==> config.mk <==
export PLATFORM = sky130hd
export DESIGN_NAME = old_diag
export DESIGN_NICKNAME = d
export VERILOG_FILES = /design/src/design/old_pkg.sv /design/src/design/old_diag.sv
export SDC_FILE = /design/constraint.sdc
export NUM_CORES = 1
export LEC_CHECK = 0
export BUFFER_PORTS_ARGS = -buffer_cell sky130_fd_sc_hd__buf_2
export CAP_MARGIN = 20
export CORE_AREA = 2 2 169 213
export DETAILED_ROUTE_END_ITERATION = 8
export DIE_AREA = 0 0 171 215
export GPL_ROUTABILITY_DRIVEN = 0
export GPL_TIMING_DRIVEN = 0
export PLACE_DENSITY_LB_ADDON = 0.08
export SETUP_SLACK_MARGIN = 0.02
export SYNTH_ARGS = -nofsm -noshare
export SYNTH_HDL_FRONTEND = slang
export SYNTH_SLANG_ARGS = --single-unit
==> constraint.sdc <==
create_clock -name pclk -period 2.7 [get_ports pclk]
set_input_delay 0.405 -clock pclk [delete_from_list [all_inputs] [get_ports pclk]]
set_output_delay 0.405 -clock pclk [all_outputs]
set_load 0.01 [all_outputs]
==> src/design/old_pkg.sv <==
// Constants, register map and carrier types of the open-load diagnostic block.
package old_pkg;
    localparam int NCH    = 5;
    localparam int CNT_W  = 17;
    localparam int ADDR_W = 8;
    localparam int CLK_HZ = 40_000_000;

    // Converts a time in seconds into whole clock cycles, rounding up, at least one.
    function automatic int cycles_up(real sec);
        int n;
        n = $rtoi(sec * CLK_HZ);
        if ($itor(n) < sec * CLK_HZ - 1.0e-6) begin
            n = n + 1;
        end
        if (n < 1) begin
            n = 1;
        end
        return n;
    endfunction

    localparam real FILT_BULB_S = 64.0e-6;
    localparam real FILT_CONV_S = 2.0e-3;
    localparam real LED_WIN_S   = 2.0e-3;
    localparam real LED_HOLD_S  = 100.0e-6;
    localparam real OFF_TMO_S   = 1.2e-3;
    localparam real FAULT_DGL_S = 3.3e-6;

    localparam logic [CNT_W-1:0] CNT_ONE       = 17'h00001;
    localparam logic [CNT_W-1:0] FILT_BULB_CYC = CNT_W'(cycles_up(FILT_BULB_S));
    localparam logic [CNT_W-1:0] FILT_CONV_CYC = CNT_W'(cycles_up(FILT_CONV_S));
    localparam logic [CNT_W-1:0] LED_WIN_CYC   = CNT_W'(cycles_up(LED_WIN_S));
    localparam logic [CNT_W-1:0] LED_HOLD_CYC  = CNT_W'(cycles_up(LED_HOLD_S));
    localparam logic [CNT_W-1:0] OFF_TMO_CYC   = CNT_W'(cycles_up(OFF_TMO_S));
    localparam logic [CNT_W-1:0] FAULT_DGL_CYC = CNT_W'(cycles_up(FAULT_DGL_S));

    localparam logic [ADDR_W-1:0] OFS_CTRL    = 8'h00;
    localparam logic [ADDR_W-1:0] OFS_OFFTEST = 8'h04;
    localparam logic [ADDR_W-1:0] OFS_QUICK   = 8'h08;
    localparam logic [ADDR_W-1:0] OFS_CHAN0   = 8'h0c;
    localparam logic [ADDR_W-1:0] OFS_DEV     = 8'h20;
    localparam logic [ADDR_W-1:0] OFS_STEP    = 8'h04;

    localparam int CTRL_LED_EN_LSB = 0;
    localparam int CTRL_FILT_LSB   = 8;
    localparam int CTRL_TRIG_BIT   = 16;
    localparam int STAT_ON_BIT     = 0;
    localparam int STAT_OFF_BIT    = 1;
    localparam int GLOBAL_BIT      = 8;
    localparam int QUICK_DEV_BIT   = 9;
    localparam int DEV_FLAG_LSB    = 0;

    localparam logic [31:0] READ_ZERO = 32'h0000_0000;

    typedef struct packed {
        logic [NCH-1:0] load_low;
        logic [NCH-1:0] led_above;
        logic [NCH-1:0] limit_hit;
    } old_sense_t;

    typedef struct packed {
        logic pump_failure_flag;
        logic undervoltage;
        logic overtemperature_shutdown;
    } old_devflt_t;

    typedef struct packed {
        logic [NCH-1:0] led_test_current_source;
        logic [NCH-1:0] test_drive_on;
        logic [NCH-1:0] forced_off;
        logic           fault_shutdown;
    } old_drive_t;

    typedef enum logic {OFF_IDLE, OFF_RUN} old_off_st_t;
    typedef enum logic {LED_IDLE, LED_EVAL} old_led_st_t;
    typedef enum logic [1:0] {TRIG_IDLE, TRIG_DETECT, TRIG_HOLD} old_trig_st_t;
endpackage

==> src/design/old_diag.sv <==
// Open-load diagnostics for five high-side outputs with an APB register slave.
`timescale 1ns/1ps
module old_diag #(
    parameter logic [old_pkg::CNT_W-1:0] FILT_CONV_CYC = old_pkg::FILT_CONV_CYC,
    parameter logic [old_pkg::CNT_W-1:0] LED_WIN_CYC   = old_pkg::LED_WIN_CYC,
    parameter logic [old_pkg::CNT_W-1:0] OFF_TMO_CYC   = old_pkg::OFF_TMO_CYC
) (
    // Clock, reset and APB slave.
    input  wire logic                       pclk,
    input  wire logic                       presetn,
    input  wire logic                       psel,
    input  wire logic                       penable,
    input  wire logic                       pwrite,
    input  wire logic [old_pkg::ADDR_W-1:0] paddr,
    input  wire logic [31:0]                pwdata,
    output logic      [31:0]                prdata,
    output logic                            pready,
    output logic                            pslverr,
    // Power stage and chip select.
    input  wire logic [old_pkg::NCH-1:0]    chan_on,
    input  wire old_pkg::old_sense_t        sense,
    input  wire old_pkg::old_devflt_t       dev_fault,
    input  wire logic                       chip_select_n,
    output old_pkg::old_drive_t             drive
);
    import old_pkg::*;

    old_sense_t           sense_s1_q, sense_s2_q;
    old_devflt_t          dflt_s1_q, dflt_s2_q;
    logic                 csn_s1_q, csn_s2_q, csn_s3_q;
    logic                 cs_rise;

    logic [NCH-1:0]       led_en_q, led_en_d, filt_sel_q, filt_sel_d;
    logic [NCH-1:0]       off_en_q, off_en_d, on_latch_q, on_latch_d;
    logic [NCH-1:0]       off_latch_q, off_latch_d, prev_on_q, prev_on_d;
    logic [NCH-1:0]       forced_q, forced_d, trig_src_q, trig_src_d;
    logic [NCH-1:0]       eff_on, on_cond, quick;
    logic                 trig_q, trig_d, global_open;
    logic [2:0]           dev_latch_q, dev_latch_d;
    logic [31:0]          prdata_q, prdata_d;
    logic                 pready_q, pready_d, pslverr_q, pslverr_d;
    logic                 apb_wr, apb_rd, shutdown_q, shutdown_d;
    logic [CNT_W-1:0]     filt_cnt_q [NCH], filt_cnt_d [NCH];
    logic [CNT_W-1:0]     led_cnt_q [NCH], led_cnt_d [NCH];
    logic [CNT_W-1:0]     off_cnt_q [NCH], off_cnt_d [NCH];
    logic [CNT_W-1:0]     trig_cnt_q, trig_cnt_d, dgl_cnt_q, dgl_cnt_d;
    old_off_st_t          off_st_q [NCH], off_st_d [NCH];
    old_led_st_t          led_st_q [NCH], led_st_d [NCH];
    old_trig_st_t         trig_st_q, trig_st_d;
    old_drive_t           drive_q, drive_d;

    // True when the address selects the status register of channel ch.
    function automatic logic chan_hit(logic [ADDR_W-1:0] addr, int ch);
        return addr == OFS_CHAN0 + ADDR_W'(ch) * OFS_STEP;
    endfunction

    // Every asynchronous input passes two flip-flops before use.
    always_ff @(posedge pclk or negedge presetn) begin
        if (!presetn) begin
            sense_s1_q <= '0;
            sense_s2_q <= '0;
            dflt_s1_q  <= '0;
            dflt_s2_q  <= '0;
            csn_s1_q   <= 1'b1;
            csn_s2_q   <= 1'b1;
            csn_s3_q   <= 1'b1;
        end else begin
            sense_s1_q <= sense;
            sense_s2_q <= sense_s1_q;
            dflt_s1_q  <= dev_fault;
            dflt_s2_q  <= dflt_s1_q;
            csn_s1_q   <= chip_select_n;
            csn_s2_q   <= csn_s1_q;
            csn_s3_q   <= csn_s2_q;
        end
    end

    assign cs_rise = csn_s2_q & ~csn_s3_q;
    assign apb_wr  = psel & penable & pready_q & pwrite;
    assign apb_rd  = psel & penable & pready_q & ~pwrite;
    assign quick       = on_latch_q | off_latch_q;
    assign global_open = |quick;

    // Device faults are deglitched before they shut the outputs down.
    always_comb begin
        dgl_cnt_d   = '0;
        shutdown_d  = 1'b0;
        dev_latch_d = dev_latch_q;
        if (|dflt_s2_q) begin
            dgl_cnt_d  = (dgl_cnt_q == FAULT_DGL_CYC) ? dgl_cnt_q : dgl_cnt_q + CNT_ONE;
            shutdown_d = dgl_cnt_d == FAULT_DGL_CYC;
        end
        if (apb_rd && paddr == OFS_DEV) begin
            dev_latch_d = dev_latch_q & ~(prdata_q[DEV_FLAG_LSB +: 3] & ~dflt_s2_q);
        end
        if (shutdown_q) begin
            dev_latch_d = dev_latch_d | dflt_s2_q;
        end
    end

    // Software-visible control bits and the APB answer.
    always_comb begin
        led_en_d   = led_en_q;
        filt_sel_d = filt_sel_q;
        pready_d   = psel & ~penable;
        prdata_d   = prdata_q;
        pslverr_d  = 1'b0;
        if (apb_wr && paddr == OFS_CTRL) begin
            led_en_d   = pwdata[CTRL_LED_EN_LSB +: NCH];
            filt_sel_d = pwdata[CTRL_FILT_LSB +: NCH];
        end
        if (psel && !penable) begin
            prdata_d = READ_ZERO;
            unique case (1'b1)
                paddr == OFS_CTRL: begin
                    prdata_d[CTRL_LED_EN_LSB +: NCH] = led_en_q;
                    prdata_d[CTRL_FILT_LSB +: NCH]   = filt_sel_q;
                    prdata_d[CTRL_TRIG_BIT]          = trig_q;
                end
                paddr == OFS_OFFTEST: prdata_d[NCH-1:0] = off_en_q;
                paddr == OFS_QUICK: begin
                    prdata_d[NCH-1:0]     = quick;
                    prdata_d[GLOBAL_BIT]    = global_open;
                    prdata_d[QUICK_DEV_BIT] = |dev_latch_q;
                end
                paddr == OFS_DEV: begin
                    prdata_d[DEV_FLAG_LSB +: 3] = dev_latch_q;
                    prdata_d[GLOBAL_BIT]        = global_open;
                end
                default: begin
                    pslverr_d = 1'b1;
                    for (int ch = 0; ch < NCH; ch++) begin
                        if (chan_hit(paddr, ch)) begin
                            prdata_d[STAT_ON_BIT]  = on_latch_q[ch];
                            prdata_d[STAT_OFF_BIT] = off_latch_q[ch];
                            prdata_d[GLOBAL_BIT]   = global_open;
                            pslverr_d              = 1'b0;
                        end
                    end
                end
            endcase
        end
    end

    // Full-duty trigger: force selected LED channels off, then hold the source.
    always_comb begin
        trig_d     = trig_q;
        trig_st_d  = trig_st_q;
        trig_cnt_d = trig_cnt_q + CNT_ONE;
        forced_d   = forced_q;
        trig_src_d = trig_src_q;
        unique case (trig_st_q)
            TRIG_IDLE: begin
                trig_cnt_d = '0;
                if (trig_q) begin
                    forced_d   = led_en_q & chan_on;
                    trig_src_d = led_en_q & chan_on;
                    trig_st_d  = TRIG_DETECT;
                end
            end
            TRIG_DETECT: begin
                if (trig_cnt_q == LED_WIN_CYC - CNT_ONE) begin
                    forced_d   = '0;
                    trig_cnt_d = '0;
                    trig_st_d  = TRIG_HOLD;
                end
            end
            TRIG_HOLD: begin
                if (trig_cnt_q == LED_HOLD_CYC - CNT_ONE) begin
                    trig_src_d = '0;
                    trig_d     = 1'b0;
                    trig_st_d  = TRIG_IDLE;
                end
            end
        endcase
        // A software set in the cycle of the self-clear wins.
        if (apb_wr && paddr == OFS_CTRL && pwdata[CTRL_TRIG_BIT]) begin
            trig_d = 1'b1;
        end
    end

    // Per-channel filter, LED evaluation and off-state test; no state is shared.
    always_comb begin
        off_en_d    = off_en_q;
        on_latch_d  = on_latch_q;
        off_latch_d = off_latch_q;
        drive_d     = '0;
        drive_d.fault_shutdown = shutdown_d;
        drive_d.forced_off     = forced_d;
        for (int ch = 0; ch < NCH; ch++) begin
            eff_on[ch]     = chan_on[ch] & ~forced_q[ch];
            prev_on_d[ch]  = eff_on[ch];
            filt_cnt_d[ch] = '0;
            led_cnt_d[ch]  = led_cnt_q[ch] + CNT_ONE;
            led_st_d[ch]   = led_st_q[ch];
            off_cnt_d[ch]  = off_cnt_q[ch] + CNT_ONE;
            off_st_d[ch]   = off_st_q[ch];
            if (eff_on[ch] && !led_en_q[ch] && sense_s2_q.load_low[ch]) begin
                if (filt_cnt_q[ch] != (filt_sel_q[ch] ? FILT_CONV_CYC : FILT_BULB_CYC)) begin
                    filt_cnt_d[ch] = filt_cnt_q[ch] + CNT_ONE;
                end else begin
                    filt_cnt_d[ch] = filt_cnt_q[ch];
                end
            end
            on_cond[ch] = filt_cnt_d[ch] != '0 &&
                          filt_cnt_d[ch] == (filt_sel_q[ch] ? FILT_CONV_CYC : FILT_BULB_CYC);
            if (apb_rd && chan_hit(paddr, ch)) begin
                if (prdata_q[STAT_ON_BIT] && !on_cond[ch]) begin
                    on_latch_d[ch] = 1'b0;
                end
                if (prdata_q[STAT_OFF_BIT]) begin
                    off_latch_d[ch] = 1'b0;
                end
            end
            if (on_cond[ch]) begin
                on_latch_d[ch] = 1'b1;
            end
            unique case (led_st_q[ch])
                LED_IDLE: begin
                    led_cnt_d[ch] = '0;
                    if (led_en_q[ch] && prev_on_q[ch] && !eff_on[ch]) begin
                        led_st_d[ch] = LED_EVAL;
                    end
                end
                LED_EVAL: begin
                    if (!led_en_q[ch] || !sense_s2_q.led_above[ch]) begin
                        led_st_d[ch] = LED_IDLE;
                    end else if (eff_on[ch] || led_cnt_q[ch] == LED_WIN_CYC - CNT_ONE) begin
                        on_latch_d[ch] = 1'b1;
                        led_st_d[ch]   = LED_IDLE;
                    end
                end
            endcase
            unique case (off_st_q[ch])
                OFF_IDLE: begin
                    off_cnt_d[ch] = '0;
                    if (apb_wr && paddr == OFS_OFFTEST) begin
                        off_en_d[ch] = pwdata[ch];
                    end
                    if (cs_rise && off_en_d[ch] && !shutdown_q) begin
                        off_st_d[ch] = OFF_RUN;
                    end
                end
                OFF_RUN: begin
                    if (shutdown_q) begin
                        off_en_d[ch] = 1'b0;
                        off_st_d[ch] = OFF_IDLE;
                    end else if (sense_s2_q.limit_hit[ch]) begin
                        off_en_d[ch] = 1'b0;
                        off_st_d[ch] = OFF_IDLE;
                    end else if (off_cnt_q[ch] == OFF_TMO_CYC - CNT_ONE) begin
                        off_en_d[ch]    = 1'b0;
                        off_latch_d[ch] = 1'b1;
                        off_st_d[ch]    = OFF_IDLE;
                    end
                end
            endcase
            // A separate drive line: overcurrent and sense settings stay untouched.
            drive_d.test_drive_on[ch] = off_st_d[ch] == OFF_RUN;
            drive_d.led_test_current_source[ch] = led_st_d[ch] == LED_EVAL | trig_src_d[ch];
        end
    end

    always_ff @(posedge pclk or negedge presetn) begin
        if (!presetn) begin
            led_en_q    <= '0;
            filt_sel_q  <= '0;
            off_en_q    <= '0;
            on_latch_q  <= '0;
            off_latch_q <= '0;
            prev_on_q   <= '0;
            forced_q    <= '0;
            trig_src_q  <= '0;
            trig_q      <= 1'b0;
            trig_st_q   <= TRIG_IDLE;
            trig_cnt_q  <= '0;
            dgl_cnt_q   <= '0;
            shutdown_q  <= 1'b0;
            dev_latch_q <= '0;
            prdata_q    <= READ_ZERO;
            pready_q    <= 1'b0;
            pslverr_q   <= 1'b0;
            drive_q     <= '0;
            for (int ch = 0; ch < NCH; ch++) begin
                filt_cnt_q[ch] <= '0;
                led_cnt_q[ch]  <= '0;
                off_cnt_q[ch]  <= '0;
                led_st_q[ch]   <= LED_IDLE;
                off_st_q[ch]   <= OFF_IDLE;
            end
        end else begin
            led_en_q    <= led_en_d;
            filt_sel_q  <= filt_sel_d;
            off_en_q    <= off_en_d;
            on_latch_q  <= on_latch_d;
            off_latch_q <= off_latch_d;
            prev_on_q   <= prev_on_d;
            forced_q    <= forced_d;
            trig_src_q  <= trig_src_d;
            trig_q      <= trig_d;
            trig_st_q   <= trig_st_d;
            trig_cnt_q  <= trig_cnt_d;
            dgl_cnt_q   <= dgl_cnt_d;
            shutdown_q  <= shutdown_d;
            dev_latch_q <= dev_latch_d;
            prdata_q    <= prdata_d;
            pready_q    <= pready_d;
            pslverr_q   <= pslverr_d;
            drive_q     <= drive_d;
            for (int ch = 0; ch < NCH; ch++) begin
                filt_cnt_q[ch] <= filt_cnt_d[ch];
                led_cnt_q[ch]  <= led_cnt_d[ch];
                off_cnt_q[ch]  <= off_cnt_d[ch];
                led_st_q[ch]   <= led_st_d[ch];
                off_st_q[ch]   <= off_st_d[ch];
            end
        end
    end

    assign prdata  = prdata_q;
    assign pready  = pready_q;
    assign pslverr = pslverr_q;
    assign drive   = drive_q;

    for (genvar g = 0; g < NCH; g++) begin : g_chk

    end
endmodule

==> results.toml <==
[clock_network]
htree_levels = 2
cts-root-buf = "clkbuf_16"
cts_max_path_buffers = 3
clkSinkCount = 403
clk_latency_ps = 550
cts_tree = "yes"
cts_made_buffers = 43
clkSlewWorstSetupHoldPaths_ps = 60

[worst_setup_path]
max_stage_delay_ps = 620
path_max_fanout = 9
cp-startpoint = "led_en_q[1]$_DFFE_PN0P_"
slowest_stage = "dfrtp_1"
path_cells = "nor4bb_1 -> clkbuf_1 -> o21ai_0 -> a22oi_1 -> a311oi_1 -> nand3_1 -> or4_1 -> o21ai_1"
cp-end-kind = "register"
crit_path_end = "on_latch_q[1]$_DFF_PN0_"
rr_startpoint = "led_en_q[1]$_DFFE_PN0P_"
cp.required_ps = 3150
critPathLaunchType = "register"
r2r_end = "on_latch_q[1]$_DFF_PN0_"
crit_type = "reg2reg"
r2r_setup_slack_ps = 180
ff2ff_path_depth = 8
cp_data_arrival_time_ps = 2960

[placement]
place_area_sq_mm = 0.0211
placedCellCount = 2589
pre_cts_slack_ps = -215
place_hpwl_mm = 30.1
portBuffers = 75

[grt]
grt_pass1_wl_mm = 73.1
grt_max_degree = 116
grt_pass1_vias = 14800
antenna_found_initial = 3
grt.total_usage = 0.242
gr-total-overflow = 0

[final_layout]
final_common_cell = "dfrtp_1"
area_delta_synth_final_pct = 14.5
finalNonFillerCells = 2681
finalInstanceArea_sq_mm = 0.0229
nFillCells = 2868
utilization = 0.656
drive_gt1_frac = 0.101
mostFrequentLayoutCells = "399 x dfrtp_1, 208 x nor2_1, 161 x xnor2_1, 153 x nand2_1, 141 x and2_1"
multi_input_area_sq_mm = 0.00946
register_area_sq_mm = 0.0101
nets = 2271

[power_and_ir_drop]
peakVddDrop_v = 0.000559
powerDensity_mw_per_mm2 = 571
p_total_mw = 13.1
leakagePower_nw = 9.92

[min_path]
hold_class = "in2reg"
holdPathStages = 2

[synth]
synth_area_sq_mm = 0.0200
syn_inst = 2017
synth_edf_count = 0
synth_cell_type_count = 72
synth_area_per_cell_sq_um = 9.90
synth_seq_cells = 403
seq_area_frac_synth = 0.505
synth_ff_type = "dfrtp_1"
async_reset_ff_frac = 1.00
ys_warn_count = 0

[routing]
wl_per_cell_um = 16.1
drt_iter0_drc = 848
wirelength_mm = 43.1
vias = 14900
postRouteAntennaNets = 0
drc = 0
dr.pass1.iters = 5
via_per_inst = 5.57

[floorplanning]
ioPinCount = 119
core_sq_mm = 0.0349
initial_core_util = 0.573
row_count = 77
die_height_um = 215
die_area_sq_mm = 0.0368
die_w_um = 171

[sta]
drv_slew = 0
fin_crit_ps = 2520
worstMarginPinSlew_ps = 1020
fin_crit_sh = 0.933
grt_setup_unrepaired = "no"
fmax_ghz = 0.397
fin_tns_setup_ps = 0
setup_violations = 0
hold_slack_ps = 95.5
setup_slack_ps = 182
final_hold_viol_count = 0
max_slew_margin = 0.311
skew_ps = 11.7

[run]
cap_violations = 0

[outcome]
outcome = "complete, no violations"
==> worst min-delay path by stage <==
stage,startpoint,to
2_1_floorplan,presetn,dev_latch_q[0]$_DFF_PN0_
3_3_place_gp,sense_s1_q[4]$_DFF_PN0_,sense_s2_q[4]$_DFF_PN0_
3_5_place_dp,sense_s1_q[2]$_DFF_PN0_,sense_s2_q[2]$_DFF_PN0_
4_1_cts,pwdata[12],filt_sel_q[4]$_DFFE_PN0P_
5_1_grt,pwdata[12],filt_sel_q[4]$_DFFE_PN0P_
6_report,pwdata[12],filt_sel_q[4]$_DFFE_PN0P_
==> power by group <==
group / switching [mW] / internal [mW] / leakage (nW)
Combinational: 0.451 / 0.268 / 3.76
Clock: 2.36 / 3.71 / 0.715
Sequential: 0.120 / 6.16 / 5.45
==> sequential cells by signal (all words and copies together) (netlist names), 11 cells and up <==
signal,flops
dgl_cnt_q,17
drive,16
filt_cnt_q,85
led_cnt_q,85
off_cnt_q,85
prdata,11
sense_s1_q,15
sense_s2_q,15
trig_cnt_q,17
==> cell families after synthesis <==
| logic type | share of synthesized area |
|---|---|
| and+or+nand+nor | 0.256 |
| adders and majority gates | 0.0163 |
| other | 0.000188 |
| AOI/OAI and AO/OA | 0.0714 |
| muxes | 0.0191 |
| buffers and inverters | 0.0307 |
| DFF | 0.505 |
| xor gates and xnor gates | 0.101 |
==> cell usage after synthesis (4+ instances only) <==
cell        n  area share
or2_2       9      0.0028
a41oi_1     6      0.0026
nor3_1     52       0.013
nand2b_1   16      0.0050
inv_1      50      0.0094
o31ai_1    21      0.0079
o21ai_0    55       0.014
ha_1       26       0.016
clkbuf_1   58       0.011
xnor2_1   161       0.071
nand3b_1    5      0.0019
mux2_2      5      0.0028
a21boi_0   15      0.0056
a22o_1      4      0.0018
nor2b_1    28      0.0088
nor4b_1    14      0.0061
nand3_1   126       0.032
nand4b_1    5      0.0022
o21a_1     12      0.0045
or4_1       4      0.0015
mux2_4      9      0.0068
nor2_1    209       0.039
nand2_1   153       0.029
nand4_1    64       0.020
and4_1     14      0.0061
o211ai_1    5      0.0019
mux2i_1    19      0.0095
and2_1    141       0.044
xor2_1     70       0.031
a32o_1      7      0.0035
nor4_1     38       0.012
a21oi_1    45       0.011
dfrtp_1   400        0.50
o22ai_1     6      0.0019
nor3b_1    10      0.0038
and3_1     36       0.011
nor4bb_1    6      0.0030
a31oi_1     9      0.0028
or3_1      28      0.0088
buf_4      22      0.0083
==> metal layers <==
layer	wire length (um)	vias up	track usage
met5	24	-	0
met4	1050	4	0.0669
met3	1970	81	0.0427
met2	21100	295	0.410
met1	19000	7258	0.320
li1	-	7285	-
==> final cells by class <==
type	instances	area share
Antenna cell	1	0.000109
Buffer	80	0.0174
Clock buffer	62	0.0551
Clock inverter	13	0.00859
Inverter	51	0.00837
Multi-Input combinational cell	1497	0.414
Sequential cell	403	0.441
Tap cell	474	0.0259
Timing Repair Buffer	100	0.0298
==> repair_timing <==
item                                    CTS  global route
pin swaps                                 0             2
setup buffers                             0             1
hold buffers                             20             0
endpoints found under the hold margin   115             0
endpoints found under the setup margin    8            10
gates resized for setup                   6            19
==> worst max-delay path, delay by kind of cell, from the launching register on <==
family,cells,cell delay (ps)
flops,1,620
compound gates,4,860
buf+inv,1,260
simple gates,3,690
(Power assumes the default switching activity.)
